<file path="src/core/lsr_defines.svh">
// Constants for the light sensor readout: bus address, command codes,
// result field layout, reset values and timing figures.
// Assumes a 250 MHz core clock; included by its bare name.
`ifndef LSR_DEFINES_SVH
`define LSR_DEFINES_SVH

// Core clock rate in MHz, used to turn times into cycle counts.
`define LSR_CLK_MHZ          250
// Integration time per channel in standard range, in ms.
`define LSR_STD_INTEG_MS     400
// Extended range shortens integration by this factor.
`define LSR_EXT_DIVISOR      5
// Least bus-low time that counts as a stuck bus, in ms.
`define LSR_TIMEOUT_MS       25
// Counter widths that hold the cycle counts above.
`define LSR_INTEG_W          27
`define LSR_TIMEOUT_W        23

// Fixed seven-bit slave address, binary 0111001.
`define LSR_SLAVE_ADDR       7'h39

// Command byte codes.
`define LSR_CMD_POWER_DOWN   8'h00
`define LSR_CMD_POWER_UP     8'h03
`define LSR_CMD_EXT_RANGE    8'h1d
`define LSR_CMD_STD_RANGE    8'h18
`define LSR_CMD_READ_CH0     8'h43
`define LSR_CMD_READ_CH1     8'h83
`define LSR_CMD_RESET        8'h00

// Result register layout.
`define LSR_VALID_BIT        7
`define LSR_SEG_MSB          6
`define LSR_SEG_LSB          4
`define LSR_STEP_MSB         3
`define LSR_STEP_LSB         0
`define LSR_RESULT_RESET     8'h00
// Linear counts at or above this value saturate to the overflow code.
`define LSR_OVERFLOW_COUNT   12'hfaf
`define LSR_OVERFLOW_CODE    7'h7f

`endif

</file>
<file path="src/core/lsr_pkg.sv">
// Types shared by the light sensor readout.
// Assumes lsr_defines.svh supplies every numeric constant.
package lsr_pkg;

  // Serial slave states, one-hot.
  typedef enum logic [6:0] {
    ST_IDLE  = 7'h01,
    ST_ADDR  = 7'h02,
    ST_AACK  = 7'h04,
    ST_WBYTE = 7'h08,
    ST_WACK  = 7'h10,
    ST_RBYTE = 7'h20,
    ST_RACK  = 7'h40
  } lsr_bus_state_e;

  // Source of the byte returned by a receive byte.
  typedef enum logic [2:0] {
    SEL_CMD = 3'h1,
    SEL_CH0 = 3'h2,
    SEL_CH1 = 3'h4
  } lsr_read_sel_e;

endpackage

</file>
<file path="src/core/lsr_readout.sv">
// Digital core of a two-channel ambient light sensor with a two-wire
// serial slave (send byte / receive byte).
// Assumes the analog front end presents a linear count on clk and that
// the bus pins are asynchronous; the data pin is open drain.
//
// Function
// - Integrate channel 0, then channel 1, alternately.
// - Results reach result registers via double buffer.
// - Next conversion starts automatically after transfer.
// - Standard range integrates 400 ms per channel.
// - Extended range: one fifth time and responsivity.
// - Eight-bit command register, writable and readable.
// - Two read-only per-channel result registers.
// - Answer only slave address 0111001.
// - Send byte stores byte in command register.
// - Receive byte returns command or selected result.
// - 0x00 powers down; 0x03 powers up, reads command.
// - 0x43 selects channel 0, 0x83 channel 1.
// - 0x1D extended range; 0x18 standard range.
// - Command register loads 0x00 at power-up.
// - Range persists until power-down or new range.
// - After 0x03, receive byte returns 0x03.
// - Valid bit 7, segment 6:4, step 3:0.
// - Valid set only after result since power-up.
// - All zeros below limit, all ones overflow.
// - Code is eight segments of sixteen steps.
// - Interface works with bus revisions 1.1, 2.0.
// - Repeated reads return same value until update.
// - Bus held low 25-35 ms aborts transaction.
`timescale 1ns/1ps
`include "lsr_defines.svh"

module lsr_readout
  import lsr_pkg::*;
#(
  parameter int unsigned INTEG_STD_CYC =
    `LSR_STD_INTEG_MS * `LSR_CLK_MHZ * 1000,
  parameter int unsigned INTEG_EXT_CYC = INTEG_STD_CYC / `LSR_EXT_DIVISOR,
  parameter int unsigned TIMEOUT_CYC   =
    `LSR_TIMEOUT_MS * `LSR_CLK_MHZ * 1000
) (
  input  wire logic        clk,
  input  wire logic        rst,
  input  wire logic        smbClkIn,
  input  wire logic        smbDataIn,
  output logic             smbDataOut,
  output logic             smbDataOe,
  input  wire logic [11:0] adcCount,
  output logic             integrating,
  output logic             integChannel,
  output logic             extendedRange
);

  // Linear count to segment/step code; saturates to the overflow code.
  function automatic logic [6:0] compand(input logic [11:0] cnt);
    logic [11:0] base;
    logic [11:0] diff;
    logic [2:0]  seg;
    logic [3:0]  stp;
    base = 12'h000;
    diff = 12'h000;
    seg  = 3'h0;
    stp  = 4'h0;
    for (int c = 0; c < 8; c++) begin
      case (c)
        0:       base = 12'h000;
        1:       base = 12'h010;
        2:       base = 12'h031;
        3:       base = 12'h073;
        4:       base = 12'h0f7;
        5:       base = 12'h1ff;
        6:       base = 12'h40f;
        default: base = 12'h82f;
      endcase
      if (cnt >= base) begin
        seg  = 3'(c);
        diff = 12'(cnt - base);
        stp  = 4'(diff >> c);
      end
    end
    if (cnt >= `LSR_OVERFLOW_COUNT) begin
      compand = `LSR_OVERFLOW_CODE;
    end else begin
      compand = {seg, stp};
    end
  endfunction

  localparam logic [`LSR_INTEG_W-1:0]   STD_LAST =
    `LSR_INTEG_W'(INTEG_STD_CYC - 1);
  localparam logic [`LSR_INTEG_W-1:0]   EXT_LAST =
    `LSR_INTEG_W'(INTEG_EXT_CYC - 1);
  localparam logic [`LSR_TIMEOUT_W-1:0] TO_LAST  =
    `LSR_TIMEOUT_W'(TIMEOUT_CYC - 1);

  logic                      sclMeta;
  logic                      sclSync;
  logic                      sclPrev;
  logic                      sdaMeta;
  logic                      sdaSync;
  logic                      sdaPrev;
  logic                      sclRise;
  logic                      sclFall;
  logic                      busStart;
  logic                      busStop;
  lsr_bus_state_e            state;
  logic [3:0]                bitCnt;
  logic [7:0]                shiftReg;
  logic                      readDir;
  logic                      cmdWrite;
  logic [7:0]                cmdByte;
  logic [`LSR_TIMEOUT_W-1:0] lowCnt;
  logic                      timedOut;
  logic [7:0]                controlCommand;
  lsr_read_sel_e             readSel;
  logic                      converterEnable;
  logic                      enablePrev;
  logic [`LSR_INTEG_W-1:0]   integCnt;
  logic [6:0]                stageCode;
  logic                      stageChan;
  logic                      stagePending;
  logic                      readBusy;
  logic [7:0]                channel0Result;
  logic [7:0]                channel1Result;
  logic [7:0]                readByte;

  // Two-stage synchronisers; only the second stage and later are read.
  always_ff @(posedge clk) begin
    if (rst) begin
      sclMeta <= 1'b1;
      sclSync <= 1'b1;
      sclPrev <= 1'b1;
      sdaMeta <= 1'b1;
      sdaSync <= 1'b1;
      sdaPrev <= 1'b1;
    end else begin
      sclMeta <= smbClkIn;
      sclSync <= sclMeta;
      sclPrev <= sclSync;
      sdaMeta <= smbDataIn;
      sdaSync <= sdaMeta;
      sdaPrev <= sdaSync;
    end
  end

  // Bus events; start and stop need the clock line stable high.
  assign sclRise  = sclSync & ~sclPrev;
  assign sclFall  = ~sclSync & sclPrev;
  assign busStart = sclSync & sclPrev & sdaPrev & ~sdaSync;
  assign busStop  = sclSync & sclPrev & ~sdaPrev & sdaSync;

  // Stuck-bus watchdog: either line low for the timeout aborts a transfer.
  always_ff @(posedge clk) begin
    if (rst) begin
      lowCnt   <= '0;
      timedOut <= 1'b0;
    end else if (sclSync & sdaSync) begin
      lowCnt   <= '0;
      timedOut <= 1'b0;
    end else if (lowCnt == TO_LAST) begin
      timedOut <= 1'b1;
    end else begin
      lowCnt   <= lowCnt + 1'b1;
      timedOut <= 1'b0;
    end
  end

  // Byte handed back on a receive byte, chosen by the last select.
  always_comb begin
    case (readSel)
      SEL_CH0: readByte = channel0Result;
      SEL_CH1: readByte = channel1Result;
      default: readByte = controlCommand;
    endcase
  end

  // Serial slave. Data changes on clock falls, sampled on rises, so the
  // host sees hold of over a clock phase and setup of a phase less the sync delay.
  always_ff @(posedge clk) begin
    if (rst) begin
      state      <= ST_IDLE;
      bitCnt     <= 4'h0;
      shiftReg   <= 8'h00;
      readDir    <= 1'b0;
      smbDataOe  <= 1'b0;
      smbDataOut <= 1'b0;
      cmdWrite   <= 1'b0;
      cmdByte    <= 8'h00;
    end else begin
      cmdWrite <= 1'b0;
      if (timedOut && state != ST_IDLE) begin
        state     <= ST_IDLE;
        smbDataOe <= 1'b0;
      end else if (busStart) begin
        state     <= ST_ADDR;
        bitCnt    <= 4'h0;
        smbDataOe <= 1'b0;
      end else if (busStop) begin
        state     <= ST_IDLE;
        smbDataOe <= 1'b0;
      end else begin
        case (state)
          ST_ADDR: begin
            if (sclRise) begin
              shiftReg <= {shiftReg[6:0], sdaSync};
              bitCnt   <= bitCnt + 1'b1;
            end else if (sclFall && bitCnt == 4'h8) begin
              if (shiftReg[7:1] == `LSR_SLAVE_ADDR) begin
                smbDataOe <= 1'b1;
                readDir   <= shiftReg[0];
                state     <= ST_AACK;
              end else begin
                state <= ST_IDLE;
              end
            end
          end
          ST_AACK: begin
            if (sclFall) begin
              bitCnt <= 4'h0;
              if (readDir) begin
                shiftReg  <= readByte;
                smbDataOe <= ~readByte[7];
                state     <= ST_RBYTE;
              end else begin
                smbDataOe <= 1'b0;
                state     <= ST_WBYTE;
              end
            end
          end
          ST_WBYTE: begin
            if (sclRise) begin
              shiftReg <= {shiftReg[6:0], sdaSync};
              bitCnt   <= bitCnt + 1'b1;
            end else if (sclFall && bitCnt == 4'h8) begin
              smbDataOe <= 1'b1;
              cmdWrite  <= 1'b1;
              cmdByte   <= shiftReg;
              state     <= ST_WACK;
            end
          end
          ST_WACK: begin
            if (sclFall) begin
              smbDataOe <= 1'b0;
              state     <= ST_IDLE;
            end
          end
          ST_RBYTE: begin
            if (sclRise) begin
              bitCnt <= bitCnt + 1'b1;
            end else if (sclFall) begin
              if (bitCnt == 4'h8) begin
                smbDataOe <= 1'b0;
                state     <= ST_RACK;
              end else begin
                shiftReg  <= {shiftReg[6:0], 1'b0};
                smbDataOe <= ~shiftReg[6];
              end
            end
          end
          ST_RACK: begin
            if (sclRise) begin
              // A host acknowledge asks for the byte again.
              state <= sdaSync ? ST_IDLE : ST_AACK;
            end
          end
          default: begin
            smbDataOe <= 1'b0;
          end
        endcase
      end
    end
  end

  // Command register and what it steers: power, range, read source.
  always_ff @(posedge clk) begin
    if (rst) begin
      controlCommand  <= `LSR_CMD_RESET;
      readSel         <= SEL_CMD;
      converterEnable <= 1'b0;
      extendedRange   <= 1'b0;
    end else if (cmdWrite) begin
      controlCommand <= cmdByte;
      case (cmdByte)
        `LSR_CMD_POWER_DOWN: begin
          converterEnable <= 1'b0;
          extendedRange   <= 1'b0;
        end
        `LSR_CMD_POWER_UP: begin
          converterEnable <= 1'b1;
          readSel         <= SEL_CMD;
        end
        `LSR_CMD_READ_CH0: begin
          converterEnable <= 1'b1;
          readSel         <= SEL_CH0;
        end
        `LSR_CMD_READ_CH1: begin
          converterEnable <= 1'b1;
          readSel         <= SEL_CH1;
        end
        `LSR_CMD_EXT_RANGE: extendedRange <= 1'b1;
        `LSR_CMD_STD_RANGE: extendedRange <= 1'b0;
        default: begin
          readSel <= SEL_CMD;
        end
      endcase
    end
  end

  // Conversion sequencer: fixed integration windows, channel 0 first.
  // The front end scales its responsivity from extendedRange.
  always_ff @(posedge clk) begin
    if (rst) begin
      enablePrev   <= 1'b0;
      integCnt     <= '0;
      integChannel <= 1'b0;
      integrating  <= 1'b0;
      stageCode    <= 7'h00;
      stageChan    <= 1'b0;
      stagePending <= 1'b0;
    end else begin
      enablePrev  <= converterEnable;
      integrating <= converterEnable;
      if (!converterEnable || !enablePrev) begin
        integCnt     <= '0;
        integChannel <= 1'b0;
        stagePending <= 1'b0;
      end else begin
        if ((extendedRange && integCnt >= EXT_LAST) ||
            (!extendedRange && integCnt == STD_LAST)) begin
          stageCode    <= compand(adcCount);
          stageChan    <= integChannel;
          stagePending <= 1'b1;
          integChannel <= ~integChannel;
          integCnt     <= '0;
        end else begin
          integCnt <= integCnt + 1'b1;
          if (!readBusy) begin
            stagePending <= 1'b0;
          end
        end
      end
    end
  end

  // A result never moves while a read byte is being shifted out.
  assign readBusy = (state == ST_AACK) | (state == ST_RBYTE) | (state == ST_RACK);

  // Result registers, loaded from the staging copy between reads.
  always_ff @(posedge clk) begin
    if (rst) begin
      channel0Result <= `LSR_RESULT_RESET;
      channel1Result <= `LSR_RESULT_RESET;
    end else if (converterEnable && !enablePrev) begin
      channel0Result[`LSR_VALID_BIT] <= 1'b0;
      channel1Result[`LSR_VALID_BIT] <= 1'b0;
    end else if (stagePending && !readBusy) begin
      if (stageChan) begin
        channel1Result <= {1'b1, stageCode};
      end else begin
        channel0Result <= {1'b1, stageCode};
      end
    end
  end

endmodule // lsr_readout

</file>
<file path="config.mk">
export PLATFORM = sky130hd
export DESIGN_NAME = lsr_readout
export DESIGN_NICKNAME = d
export VERILOG_FILES = /design/src/core/lsr_pkg.sv /design/src/core/lsr_readout.sv
export VERILOG_INCLUDE_DIRS = /design/src /design/src/core
export SDC_FILE = /design/constraint.sdc
export NUM_CORES = 1
export LEC_CHECK = 0
export ABC_AREA = 1
export BUFFER_PORTS_ARGS = -buffer_cell sky130_fd_sc_hd__buf_2
export CAP_MARGIN = 20
export CORE_UTILIZATION = 47
export CTS_BUF_LIST = sky130_fd_sc_hd__clkbuf_8 sky130_fd_sc_hd__clkbuf_16
export CTS_CLUSTER_DIAMETER = 120
export DETAILED_ROUTE_END_ITERATION = 10
export GPL_TIMING_DRIVEN = 0
export RECOVER_POWER = 50
export REMOVE_ABC_BUFFERS = 1
export SLEW_MARGIN = 20
export SYNTH_ARGS = -nofsm -noshare
export SYNTH_HDL_FRONTEND = slang
export SYNTH_SLANG_ARGS = --single-unit
export TNS_END_PERCENT = 50
</file>
<file path="constraint.sdc">
create_clock -name clk -period 3.8 [get_ports clk]
set_input_delay 0.38 -clock clk [delete_from_list [all_inputs] [get_ports clk]]
set_output_delay 0.38 -clock clk [all_outputs]
set_load 0.03 [all_outputs]
</file>
==> results_tabular.tex, run 1 <==
\begin{tabular}{lr}
\hline
Metric & Value \\
\hline
\multicolumn{2}{l}{\textbf{Final layout}} \\
\quad Most common library cell in the layout ignoring fill and taps & sky130\_fd\_sc\_hd\_\_nand2\_1 \\
\quad Count of fill cells added during filler insertion & 1,514 \\
\quad Net count, final & 1,109 \\
\quad Antenna diode instance count & 0 \\
\quad Leading cell types in the layout, fill and taps excluded & sky130\_fd\_sc\_hd\_\_nand2\_1 (220), sky130\_fd\_sc\_hd\_\_nor2\_1 (143), sky130\_fd\_sc\_hd\_\_inv\_1 (139), sky130\_fd\_sc\_hd\_\_dfxtp\_1 (127), sky130\_fd\_sc\_hd\_\_a21oi\_1 (102) \\
\quad Non-Filler Cell Area, Final & 0.00775 mm\^{}2 \\
\quad Layout overhead on the synthesized area & 11.1\% \\
\quad Count of placed standard cells in the final layout, fillers left out & 1,285 \\
\quad Area taken by multi-input logic gates & 0.00368 mm\^{}2 \\
\quad Area occupied by registers & 0.00254 mm\^{}2 \\
\quad Core occupancy in the finished layout & 53.3\% \\
\quad Fraction of final layout cells sized beyond drive strength 1 & 9.36\% \\
\multicolumn{2}{l}{\textbf{Route}} \\
\quad Vias & 6,567 \\
\quad First-pass iteration count of the detailed router & 5 \\
\quad 1st-iter DRT viols & 333 \\
\quad Count of nets left with antenna violations after detail routing & 0 \\
\quad DRC violation count after routing & 0 \\
\quad Sum of routed wire length over all layers & 16,000 um \\
\quad Routed len/inst & 12.4 um \\
\quad Drt via density & 5.11 \\
\multicolumn{2}{l}{\textbf{Timing}} \\
\quad Setup repair after global routing missed its margin & no \\
\quad Max Freq & 395 MHz \\
\quad Slew at the pin with the worst max-slew slack & 1150 ps \\
\quad Final setup violating endpoints & 0 \\
\quad Final hold violation count & 0 \\
\quad Worst slew slack as a fraction of its limit & 23.0\% \\
\quad Hold Slack & 141 ps \\
\quad Final slew viol count & 0 \\
\quad Minimum clock period & 2530 ps \\
\quad Worst Clk Skew & 10.3 ps \\
\quad Minimum setup slack in the final design & 1270 ps \\
\quad Setup tns final & 0 ps \\
\quad Share of the cycle needed by the critical path after routing & 66.7\% \\
\multicolumn{2}{l}{\textbf{Synthesis}} \\
\quad Synthesized netlist cell count & 1,070 \\
\quad Number of synthesized register bits & 127 \\
\quad Number of warnings reported in the yosys synthesis log & 0 \\
\quad Number of different library cells in the post-synthesis netlist & 46 \\
\quad Mean post-synth cell area & 6.52 um\^{}2 \\
\quad Share of synthesized area occupied by flip-flops and latches & 36.4\% \\
\quad Synth Cell Area & 0.00698 mm\^{}2 \\
\multicolumn{2}{l}{\textbf{Placed design}} \\
\quad Placed cell areas & 0.00721 mm\^{}2 \\
\quad Worst Setup Slack post-DPL & 1230 ps \\
\quad Routability-driven placement congestion ratio & 0.904 \\
\quad Count of placed standard cells including taps & 1,254 \\
\quad Sum of net half-perimeters after detailed placement & 11,700 um \\
\quad Buffers on Ports & 19 \\
\multicolumn{2}{l}{\textbf{Floorplan}} \\
\quad Area inside the core boundary & 0.0145 mm\^{}2 \\
\quad Die area & 0.0153 mm\^{}2 \\
\quad Width of the die & 124 um \\
\quad Effective utilization at floorplan & 48.0\% \\
\quad IO Pins & 21 \\
\quad Floorplan die height & 124 um \\
\quad Number of standard-cell rows in the floorplan & 44 \\
\multicolumn{2}{l}{\textbf{Clocking}} \\
\quad Root buffer cell & sky130\_fd\_sc\_hd\_\_clkbuf\_16 \\
\quad Buffer count from post-CTS setup fixing & 0 \\
\quad TritonCTS clock tree & done \\
\quad Clk sinks & 127 \\
\quad Total clock buffers created by CTS & 17 \\
\quad Clock transition at the registers of the reported paths & 60 ps \\
\quad Deepest clock path buffer count & 2 \\
\quad Post-cts sizing count & 0 \\
\quad H-tree levels & 4 \\
\quad Insertion delay of the later-clocked pin in the worst-skew pair & 420 ps \\
\quad \# hold bufs at CTS & 0 \\
\multicolumn{2}{l}{\textbf{Power}} \\
\quad Leak Pwr & 3.10 nW \\
\quad Power per standard cell area & 406 mW/mm\^{}2 \\
\quad Peak supply drop & 0.310 mV \\
\quad Overall power & 3.15 mW \\
\multicolumn{2}{l}{\textbf{Job}} \\
\quad Count of max-cap constraint violations & 0 \\
\multicolumn{2}{l}{\textbf{Global routing}} \\
\quad Via count of the first global-routing pass & 5,847 \\
\quad First-pass GRT wire length & 26,800 um \\
\quad Initial antenna violation count & 0 \\
\quad Global-route total usage across every layer & 22.1\% \\
\quad Largest net degree at the start of global routing & 45 \\
\quad Grt total ovfl & 0 \\
\multicolumn{2}{l}{\textbf{Run status}} \\
\quad Run status & complete, no violations \\
\multicolumn{2}{l}{\textbf{Setup path}} \\
\quad Last element of the critical path & cmdByte[5] \\
\quad R2R setup slack & 1270 ps \\
\quad Number of cell instances on the worst register-to-register path & 10 \\
\quad Critical path launch point type & register \\
\quad Worst Path Max Fanout & 9 \\
\quad Capture point of the worst reg-to-reg path & cmdByte[5] \\
\quad Worst path required time & 4070 ps \\
\quad Crit path kind & reg -> reg \\
\quad Source of the critical timing path & state[5] \\
\quad Beginning of the worst register-to-register path & state[5] \\
\quad Signal arrival time at the worst endpoint & 2810 ps \\
\quad Endpoint class of the critical path & register \\
\multicolumn{2}{l}{\textbf{Hold path}} \\
\quad Class of the tightest hold or removal check & in -> reg \\
\hline
\end{tabular}
report_power, final:
group | total, mW | internal, mW | switching [mW]
clock | 1.67 | 1.07 | 0.594
sequential | 1.34 | 1.34 | 0.00542
combinational | 0.137 | 0.0420 | 0.0946
cells by family (layout without fill, tap and decap cells):
kind of cell               Yosys count  count (layout)  synth area share [%]
and+or+nand+nor                    530             530                  34.6
AOI/OAI and AO/OA                  215             215                  16.5
buffers and inverters              179             210                  9.98
DFF                                127             127                  36.4
xor gates and xnor gates            14              14                  1.76
adders and majority gates            4               4                 0.717
other                                1               1                0.0537
Yosys cell counts, drive strengths merged:
master	count	area (um^2)
a21o	1	7.51
nor4	6	37.5
nor3	36	206
a21oi	104	528
xnor2	3	26.3
o31ai	1	7.51
nand3	71	390
clkbuf	9	33.8
nor2	153	634
a211oi	8	65.1
nand4	22	156
o21ba	1	10.0
o21bai	3	22.5
o22ai	7	43.8
buf	10	62.6
and2	1	6.26
or2	10	62.6
o2111ai	1	8.76
nor2b	1	6.26
nor3b	6	55.1
dfxtp	127	2540
inv	158	593
ha	4	50.1
o21ai	83	419
nand2	224	861
a31oi	6	37.5
xor2	11	96.3
conb	1	3.75
clkinv	2	7.51
layout make-up:
type                            instances  share of cell area, %
Timing Repair Buffer                   19                   1.16
Clock inverter                         11                   1.81
Tap cell                              184                   2.97
Inverter                              160                   7.75
Clock buffer                           20                   6.02
Multi-Input combinational cell        764                   47.5
Sequential cell                       127                   32.8
flip-flops by register name (all words and copies together) (netlist names), 3 cells and up:
| register | count |
|---|---|
| stageCode | 7 |
| controlCommand | 8 |
| channel1Result | 8 |
| lowCnt | 23 |
| state | 7 |
| channel0Result | 8 |
| cmdByte | 8 |
| shiftReg | 8 |
| readSel | 3 |
| integCnt | 27 |
| bitCnt | 4 |
layer usage:
| metal | GRT usage (%) | up-vias | part of all wire, % |
|---|---|---|---|
| met5 | 0 | - | 0 |
| met4 | 7.30 | 0 | 0.86 |
| met3 | 4.49 | 17 | 3.0 |
| met2 | 34.6 | 73 | 45 |
| met1 | 30.2 | 2944 | 51 |
| li1 | - | 3533 | - |
worst min path at each step:
stage / from / endpoint / slack, ps / cells after the start
4_1_cts: smbClkIn / sclMeta / 130 / 2
3_5_place_dp: sclMeta / sclSync / 400 / 1
2_1_floorplan: sclMeta / sclSync / 390 / 1
6_report: smbClkIn / sclMeta / 140 / 2
5_1_grt: smbClkIn / sclMeta / 140 / 2
3_3_place_gp: sdaMeta / sdaSync / 400 / 1
worst max-delay path, stage by stage, from the launching register on:
cell and delay (ps):
sky130_fd_sc_hd__dfxtp_1 320, sky130_fd_sc_hd__inv_1 90, sky130_fd_sc_hd__nand3_1 130, sky130_fd_sc_hd__nor2_1 180, sky130_fd_sc_hd__nand3_1 130, sky130_fd_sc_hd__nand2_1 150, sky130_fd_sc_hd__nand4_1 130, sky130_fd_sc_hd__nor3_1 670
sky130_fd_sc_hd__inv_1 350, sky130_fd_sc_hd__nor2_1 180, sky130_fd_sc_hd__a211oi_1 60
(Power assumes the default switching activity.)
==> run 2: changes to the inputs <==
--- a/config.mk
+++ b/config.mk
@@ -6,7 +6,7 @@
 export SDC_FILE = /design/constraint.sdc
 export NUM_CORES = 1
 export LEC_CHECK = 0
-export ABC_AREA = 1
+export ABC_AREA = 0
 export BUFFER_PORTS_ARGS = -buffer_cell sky130_fd_sc_hd__buf_2
 export CAP_MARGIN = 20
 export CORE_UTILIZATION = 47
==> constraint.sdc (replaced) <==
create_clock -name clk -period 2.6 [get_ports clk]
set_input_delay 0.26 -clock clk [delete_from_list [all_inputs] [get_ports clk]]
set_output_delay 0.26 -clock clk [all_outputs]
set_load 0.03 [all_outputs]
==> run 2 against run 1 <==
Core utilization up 0.095 points. Non-clock buffer count rose by 1. Clock power is 35% higher. Critical endpoint is now stageCode[2]. Largest power group unchanged.
==> results_tabular.tex, run 2 <==
\begin{tabular}{lr}
\hline
Metric & Value \\
\hline
\multicolumn{2}{l}{\textbf{Synthesis}} \\
\quad Synthesized netlist cell count & 852 (-20\%) \\
\quad Number of different library cells in the post-synthesis netlist & 73 (+59\%) \\
\quad Area fraction of the dominant cell type after synthesis & 36.3\% (-0.078 points) \\
\quad Commonest register cell after synthesis & sky130\_fd\_sc\_hd\_\_dfxtp\_1 \\
\quad Number of synthesized register bits & 127 (unchanged) \\
\quad EDFF count, synth & 0 (unchanged) \\
\quad Synth Cell Area & 0.00700 mm\^{}2 (+0.22\%) \\
\quad Area contributors post-synth & sky130\_fd\_sc\_hd\_\_dfxtp\_1 (36\%), sky130\_fd\_sc\_hd\_\_nor2\_1 (7.0\%), sky130\_fd\_sc\_hd\_\_mux2i\_1 (6.0\%), sky130\_fd\_sc\_hd\_\_xor2\_1 (4.6\%), sky130\_fd\_sc\_hd\_\_xnor2\_1 (3.1\%) \\
\quad Number of warnings reported in the yosys synthesis log & 0 (unchanged) \\
\quad Dominant cell by count in the synthesized netlist & sky130\_fd\_sc\_hd\_\_nor2\_1 \\
\quad Mean post-synth cell area & 8.21 um\^{}2 (+26\%) \\
\quad Commonest cells post-synth & sky130\_fd\_sc\_hd\_\_nor2\_1 (130), sky130\_fd\_sc\_hd\_\_dfxtp\_1 (127), sky130\_fd\_sc\_hd\_\_nand2\_1 (52), sky130\_fd\_sc\_hd\_\_clkbuf\_1 (45), sky130\_fd\_sc\_hd\_\_mux2i\_1 (42) \\
\quad Share of synthesized area occupied by flip-flops and latches & 36.3\% (-0.078 points) \\
\quad Top cell type by total area after synthesis & sky130\_fd\_sc\_hd\_\_dfxtp\_1 \\
\quad Fraction of registers with async set or reset after synthesis & 0\% (unchanged) \\
\multicolumn{2}{l}{\textbf{Route}} \\
\quad Vias & 6,141 (-6.5\%) \\
\quad Count of nets left with antenna violations after detail routing & 0 (unchanged) \\
\quad Sum of routed wire length over all layers & 16,200 um (+1.2\%) \\
\quad Highest metal used & met4 \\
\quad Met2 routed wirelength & 7660 um (+6.9\%) \\
\quad WL met1 & 7550 um (-7.9\%) \\
\quad DRC violation count after routing & 0 (unchanged) \\
\quad First-pass iteration count of the detailed router & 5 (unchanged) \\
\quad Drt via density & 5.94 (+16\%) \\
\quad Length of routed met3 wiring & 728 um (+54\%) \\
\quad Routed len/inst & 15.7 um (+26\%) \\
\quad 1st-iter DRT viols & 496 (+49\%) \\
\multicolumn{2}{l}{\textbf{Power}} \\
\quad Peak supply drop & 0.422 mV (+36\%) \\
\quad Leak Pwr & 2.83 nW (-8.8\%) \\
\quad Power per standard cell area & 572 mW/mm\^{}2 (+41\%) \\
\quad Overall power & 4.45 mW (+41\%) \\
\multicolumn{2}{l}{\textbf{Final layout}} \\
\quad Fraction of final layout cells sized beyond drive strength 1 & 9.66\% (+0.30 points) \\
\quad Count of fill cells added during filler insertion & 1,384 (-8.6\%) \\
\quad Net count, final & 857 (-23\%) \\
\quad Largest registers in the final layout & integCnt x27, lowCnt x23 \\
\quad Leading cell types in the layout, fill and taps excluded & sky130\_fd\_sc\_hd\_\_nor2\_1 (129), sky130\_fd\_sc\_hd\_\_dfxtp\_1 (126), sky130\_fd\_sc\_hd\_\_nand2\_1 (51), sky130\_fd\_sc\_hd\_\_mux2i\_1 (42), sky130\_fd\_sc\_hd\_\_nand3\_1 (40) \\
\quad Most common library cell in the layout ignoring fill and taps & sky130\_fd\_sc\_hd\_\_nor2\_1 \\
\quad Non-Filler Cell Area, Final & 0.00777 mm\^{}2 (+0.18\%) \\
\quad Antenna diode instance count & 0 (unchanged) \\
\quad Max reg flops & 27 (unchanged) \\
\quad Largest register by flop count & integCnt \\
\quad Count of placed standard cells in the final layout, fillers left out & 1,033 (-20\%) \\
\quad Layout overhead on the synthesized area & 11.0\% (about the same) \\
\multicolumn{2}{l}{\textbf{Placed design}} \\
\quad Placed cell areas & 0.00711 mm\^{}2 (-1.4\%) \\
\quad Count of placed standard cells including taps & 1,001 (-20\%) \\
\quad Routability-driven placement congestion ratio & 0.941 (+4.1\%) \\
\quad Buffers on Ports & 19 (unchanged) \\
\quad Sum of net half-perimeters after detailed placement & 11,200 um (-4.7\%) \\
\multicolumn{2}{l}{\textbf{Timing}} \\
\quad Final slew viol count & 0 (unchanged) \\
\quad Setup repair after global routing missed its margin & no \\
\quad Max Freq & 398 MHz (+0.71\%) \\
\quad Worst Clk Skew & 5.39 ps (-4.90 ps) \\
\quad Share of the cycle needed by the critical path after routing & 96.8\% (+30 points) \\
\quad Slew at the pin with the worst max-slew slack & 1220 ps (+62.0 ps) \\
\quad Final hold violation count & 0 (unchanged) \\
\quad Worst slew slack as a fraction of its limit & 18.9\% (-4.1 points) \\
\quad Minimum clock period & 2520 ps (-17.8 ps) \\
\quad Final setup violating endpoints & 0 (unchanged) \\
\multicolumn{2}{l}{\textbf{Global routing}} \\
\quad Initial antenna violation count & 0 (unchanged) \\
\quad Via count of the first global-routing pass & 5,639 (-3.6\%) \\
\quad First-pass GRT wire length & 27,400 um (+2.0\%) \\
\quad Grt total ovfl & 0 (unchanged) \\
\quad Global-route total usage across every layer & 22.5\% (+0.38 points) \\
\quad Largest net degree at the start of global routing & 72 (+60\%) \\
\multicolumn{2}{l}{\textbf{Clocking}} \\
\quad H-tree levels & 4 (unchanged) \\
\quad Insertion delay of the later-clocked pin in the worst-skew pair & 410 ps (about the same) \\
\quad \# hold bufs at CTS & 0 (unchanged) \\
\quad Root buffer cell & sky130\_fd\_sc\_hd\_\_clkbuf\_16 \\
\quad Total clock buffers created by CTS & 17 (unchanged) \\
\quad Clock transition at the registers of the reported paths & 50 ps (about the same) \\
\quad Deepest clock path buffer count & 2 (unchanged) \\
\quad Clk sinks & 127 (unchanged) \\
\quad TritonCTS clock tree & done \\
\multicolumn{2}{l}{\textbf{Floorplan}} \\
\quad Effective utilization at floorplan & 48.1\% (+0.10 points) \\
\quad Floorplan die height & 124 um (+0.10\%) \\
\quad Width of the die & 124 um (+0.10\%) \\
\quad Die area & 0.0154 mm\^{}2 (+0.21\%) \\
\quad IO Pins & 21 (unchanged) \\
\quad Area inside the core boundary & 0.0145 mm\^{}2 (unchanged) \\
\quad Number of standard-cell rows in the floorplan & 44 (unchanged) \\
\multicolumn{2}{l}{\textbf{Job}} \\
\quad Count of max-cap constraint violations & 0 (unchanged) \\
\multicolumn{2}{l}{\textbf{Setup path}} \\
\quad Crit path kind & reg -> reg \\
\quad Worst path required time & 2900 ps (-1170 ps) \\
\quad Critical path launch point type & register \\
\quad R2R setup slack & 80 ps (-1180 ps) \\
\quad Worst Path Max Fanout & 8 (-1) \\
\quad Signal arrival time at the worst endpoint & 2820 ps (about the same) \\
\quad Endpoint class of the critical path & register \\
\multicolumn{2}{l}{\textbf{Hold path}} \\
\quad Class of the tightest hold or removal check & in -> reg \\
\multicolumn{2}{l}{\textbf{Run status}} \\
\quad Run status & complete, no violations \\
\hline
\end{tabular}
-- run 2: cell type report --
class	count	area (um^2)	area share (%)
Clock buffer	18	439	5.65
Inverter	21	78.8	1.01
Sequential cell	127	2550	32.8
Clock inverter	13	124	1.59
Timing Repair Buffer	20	113	1.45
Multi-Input combinational cell	650	4240	54.5
Tap cell	184	230	2.96
-- run 2: worst paths after layout --
check                start      endpoint  depth (start not counted)
min               smbClkIn       sclMeta                          2
max reg2reg  extendedRange  stageCode[2]                          6
max          extendedRange  stageCode[2]                          6
min reg2reg        sdaMeta       sdaSync                          1
-- run 2: worst max-delay path, cell delays in order, from the launching register on --
cell	delay, ps
sky130_fd_sc_hd__dfxtp_4	360
sky130_fd_sc_hd__or4b_4	530
sky130_fd_sc_hd__or4_4	430
sky130_fd_sc_hd__a2111o_4	600
sky130_fd_sc_hd__nor2_8	170
sky130_fd_sc_hd__nor4b_2	70
sky130_fd_sc_hd__a31o_2	240
-- run 2: timing repair --
action	CTS	global route
cloned	0	0
gates resized for setup	4	12
endpoints found under the hold margin	0	0
endpoints found under the setup margin	40	56
setup buffers	1	0
pin swaps	1	3
-- run 2: kinds of logic (layout without fill, tap and decap cells) --
group | count (synthesis) | in the layout | share of synthesized area (%)
and+or+nand+nor | 374 | 374 | 27.3
AOI/OAI and AO/OA | 166 | 166 | 17.4
DFF | 127 | 127 | 36.3
buffers and inverters | 75 | 72 | 4.26
xor gates and xnor gates | 62 | 62 | 7.76
muxes | 43 | 43 | 6.17
adders and majority gates | 4 | 4 | 0.715
other | 1 | 1 | 0.0536
-- run 2: stage by stage --
stage	utilization (%)	setup TNS (ps)	setup WS, ps	hold WS [ps]
6_report	53.4	0	84.3	57.0
3_3_place_gp	48.9	-4980	-263	396
5_1_grt	53.4	0	6.15	26.2
2_1_floorplan	-	0	39.0	325
4_1_cts	53.1	-23.3	-23.3	35.9
3_5_place_dp	48.9	-5840	-276	399
-- run 2: layer usage --
metal  track usage, %  up-vias
met5                0        -
met4             7.81        0
met3             5.49       18
met2             35.4      154
met1             29.9     2890
li1                 -     3079
-- run 2: power by group --
group          switching, mW  internal (mW)  leakage, nW  total, mW
Sequential           0.00811           1.95         1.02       1.96
Combinational          0.150         0.0717         1.52      0.222
Clock                  0.848           1.41        0.280       2.26
Total                   1.01           3.44         2.83       4.45
==> run 3: changes to the inputs <==
--- a/config.mk
+++ b/config.mk
@@ -15,7 +15,6 @@
 export DETAILED_ROUTE_END_ITERATION = 10
 export GPL_TIMING_DRIVEN = 0
 export RECOVER_POWER = 50
-export REMOVE_ABC_BUFFERS = 1
 export SLEW_MARGIN = 20
 export SYNTH_ARGS = -nofsm -noshare
 export SYNTH_HDL_FRONTEND = slang
==> run 3 against run 2 <==
Wire length is 8.2% higher. The run now ends with negative setup slack left. Critical path type unchanged. Sequential cell count stayed put. Largest power group unchanged. Sequential share of layout area shrank 0.82 points. Register-to-register slack worse by 110 ps. Die area is the same.
==> results_tabular.tex, run 3 (synthesis gave the netlist of run 2 again) <==
\begin{tabular}{lr}
\hline
Metric & Value \\
\hline
\multicolumn{2}{l}{\textbf{Run status}} \\
\quad Run status & finished with violations \\
\quad Violations in the final reports & negative setup slack \\
\multicolumn{2}{l}{\textbf{Final layout}} \\
\quad Largest registers in the final layout & integCnt x27, lowCnt x23 \\
\quad Most common library cell in the layout ignoring fill and taps & sky130\_fd\_sc\_hd\_\_nor2\_1 \\
\quad Fraction of final layout cells sized beyond drive strength 1 & 9.16\% (-0.50 points) \\
\quad Net count, final & 902 (+5.3\%) \\
\quad Count of fill cells added during filler insertion & 1,358 (-1.9\%) \\
\quad Core occupancy in the finished layout & 54.8\% (+1.4 points) \\
\quad Antenna diode instance count & 0 (unchanged) \\
\quad Max reg flops & 27 (unchanged) \\
\quad Layout overhead on the synthesized area & 13.9\% \\
\quad Leading cell types in the layout, fill and taps excluded & sky130\_fd\_sc\_hd\_\_nor2\_1 (130), sky130\_fd\_sc\_hd\_\_dfxtp\_1 (125), sky130\_fd\_sc\_hd\_\_nand2\_1 (51), sky130\_fd\_sc\_hd\_\_clkbuf\_1 (47), sky130\_fd\_sc\_hd\_\_mux2i\_1 (42) \\
\quad Largest register by flop count & integCnt \\
\multicolumn{2}{l}{\textbf{Floorplan}} \\
\quad Effective utilization at floorplan & 48.1\% (unchanged) \\
\quad IO Pins & 21 (unchanged) \\
\quad Number of standard-cell rows in the floorplan & 44 (unchanged) \\
\quad Die area & 0.0154 mm\^{}2 (unchanged) \\
\quad Width of the die & 124 um (unchanged) \\
\quad Area inside the core boundary & 0.0145 mm\^{}2 (unchanged) \\
\quad Floorplan die height & 124 um (unchanged) \\
\multicolumn{2}{l}{\textbf{Route}} \\
\quad Drt via density & 5.94 (-0.12\%) \\
\quad 1st-iter DRT viols & 530 (+6.9\%) \\
\quad Routed len/inst & 16.2 um (+3.6\%) \\
\quad Sum of routed wire length over all layers & 17,500 um (+8.2\%) \\
\quad First-pass iteration count of the detailed router & 7 (+2) \\
\quad Count of nets left with antenna violations after detail routing & 0 (unchanged) \\
\quad DRC violation count after routing & 0 (unchanged) \\
\quad Vias & 6,407 (+4.3\%) \\
\multicolumn{2}{l}{\textbf{Synthesis}} \\
\quad Synthesized net count & 872 \\
\multicolumn{2}{l}{\textbf{Clocking}} \\
\quad Clock transition at the registers of the reported paths & 60 ps (about the same) \\
\quad H-tree levels & 4 (unchanged) \\
\quad Root buffer cell & sky130\_fd\_sc\_hd\_\_clkbuf\_16 \\
\quad Deepest clock path buffer count & 2 (unchanged) \\
\quad Total clock buffers created by CTS & 17 (unchanged) \\
\quad Insertion delay of the later-clocked pin in the worst-skew pair & 420 ps (about the same) \\
\quad TritonCTS clock tree & done \\
\quad Clk sinks & 127 (unchanged) \\
\multicolumn{2}{l}{\textbf{Job}} \\
\quad Count of max-cap constraint violations & 0 (unchanged) \\
\multicolumn{2}{l}{\textbf{Global routing}} \\
\quad Grt total ovfl & 0 (unchanged) \\
\quad Largest net degree at the start of global routing & 17 (-76\%) \\
\quad First-pass GRT wire length & 28,200 um (+3.1\%) \\
\quad Global-route total usage across every layer & 23.6\% (+1.1 points) \\
\quad Via count of the first global-routing pass & 5,829 (+3.4\%) \\
\quad Initial antenna violation count & 0 (unchanged) \\
\multicolumn{2}{l}{\textbf{Timing}} \\
\quad Worst Clk Skew & 9.55 ps (+4.17 ps) \\
\quad Final slew viol count & 0 (unchanged) \\
\quad Slew at the pin with the worst max-slew slack & 816 ps (-400 ps) \\
\quad Setup tns final & -26.5 ps (-26.5 ps) \\
\quad Minimum clock period & 2620 ps (+105 ps) \\
\quad Share of the cycle needed by the critical path after routing & 101\% (+4.0 points) \\
\quad Setup repair after global routing missed its margin & yes \\
\quad Worst slew slack as a fraction of its limit & 45.1\% (+26 points) \\
\quad Final setup violating endpoints & 4 (+4) \\
\quad Final hold violation count & 0 (unchanged) \\
\quad Minimum setup slack in the final design & -20.9 ps (-105 ps) \\
\quad Max Freq & 382 MHz (-4.0\%) \\
\multicolumn{2}{l}{\textbf{Power}} \\
\quad Power per standard cell area & 588 mW/mm\^{}2 (+2.8\%) \\
\quad Leak Pwr & 2.90 nW (+2.5\%) \\
\quad Peak supply drop & 0.474 mV (+12\%) \\
\multicolumn{2}{l}{\textbf{Setup path}} \\
\quad Signal arrival time at the worst endpoint & 2930 ps (+110 ps) \\
\quad Beginning of the worst register-to-register path & extendedRange \\
\quad Worst Path Max Fanout & 8 (unchanged) \\
\quad Number of cell instances on the worst register-to-register path & 6 (unchanged) \\
\quad Critical path launch point type & register \\
\quad Worst path required time & 2910 ps (about the same) \\
\quad R2R setup slack & -20 ps (-110 ps) \\
\quad Crit path kind & reg -> reg \\
\quad Capture point of the worst reg-to-reg path & stageCode[2] \\
\quad Endpoint class of the critical path & register \\
\multicolumn{2}{l}{\textbf{Placed design}} \\
\quad Buffers on Ports & 11 (-8) \\
\quad Routability-driven placement congestion ratio & 0.922 (-2.0\%) \\
\quad Sum of net half-perimeters after detailed placement & 12,700 um (+13\%) \\
\multicolumn{2}{l}{\textbf{Hold path}} \\
\quad Source of the worst hold timing path & smbClkIn \\
\quad Worst-case hold path end point & sclMeta \\
\quad Hold path cells & 2 (unchanged) \\
\quad Class of the tightest hold or removal check & in -> reg \\
\hline
\end{tabular}
-- run 3: changes by cell type in the layout (fill, tap and decap cells not counted), sizes merged --
cell	before	now
bufinv	2	3
clkinvlp	3	2
buf	16	17
inv	24	27
clkbuf	22	66
clkinv	5	3
-- run 3: layer usage --
| metal | track usage [%] | wire length (um) |
|---|---|---|
| met5 | 0 | 0 |
| met4 | 8.78 | 255 |
| met3 | 4.53 | 919 |
| met2 | 38.2 | 8080 |
| met1 | 31.1 | 8240 |
-- run 3: what timing repair did --
action                     in CTS  in global routing
gates resized for setup         6                 13
setup endpoints to repair      34                 60
pin swaps                       2                  6
hold buffers                    0                  0
setup buffers                   0                  2
-- run 3: worst max path at each step --
stage | start | to | depth (start not counted)
finish | extendedRange | stageCode[2] | 6
global route | state[2] | channel1Result[2] | 8
CTS | state[1] | state[3] | 7
detailed placement | state[1] | shiftReg[6] | 7
global placement | state[1] | shiftReg[6] | 8
floorplan | extendedRange | stageCode[2] | 6
-- run 3: layout make-up --
class	count	area (um^2)	area share, %
multi-input combinational	650	4220	52.9
sequential	127	2550	32.0
clock buffer	18	439	5.51
tap	184	230	2.89
buffer	52	215	2.70
clock inverter	14	180	2.26
inverter	21	78.8	0.989
timing repair buffer	13	65.1	0.816
-- run 3: where the power goes --
group / switching, mW / internal [mW] / leakage (nW)
logic: 0.158 / 0.0781 / 1.57
registers: 0.00810 / 1.95 / 1.03
clock network: 0.942 / 1.55 / 0.299
total: 1.11 / 3.58 / 2.90
-- run 3: worst max-delay path: stages (launching register included) --
cell                       delay [ps]
sky130_fd_sc_hd__dfxtp_4          360
sky130_fd_sc_hd__or4b_4           540
sky130_fd_sc_hd__or4_4            420
sky130_fd_sc_hd__a2111o_1         640
sky130_fd_sc_hd__nor2_8           250
sky130_fd_sc_hd__nor4b_1           80
sky130_fd_sc_hd__a31o_2           230
-- run 3: metrics by stage --
stage | instance area, um^2 | cells | hold slack (ps) | worst slack [ps] | power (mW)
finish | 7970 | 1079 | 21.8 | -20.9 | 4.69
global placement | 7280 | 1047 | 406 | -41.5 | 2.23
detailed placement | 7280 | 1047 | 410 | -103 | 2.23
global route | 7970 | 1079 | 14.1 | -127 | 4.85
CTS | 7940 | 1079 | 9.99 | 3.40 | 4.72
floorplan | 7000 | 852 | 364 | 72.0 | 2.17
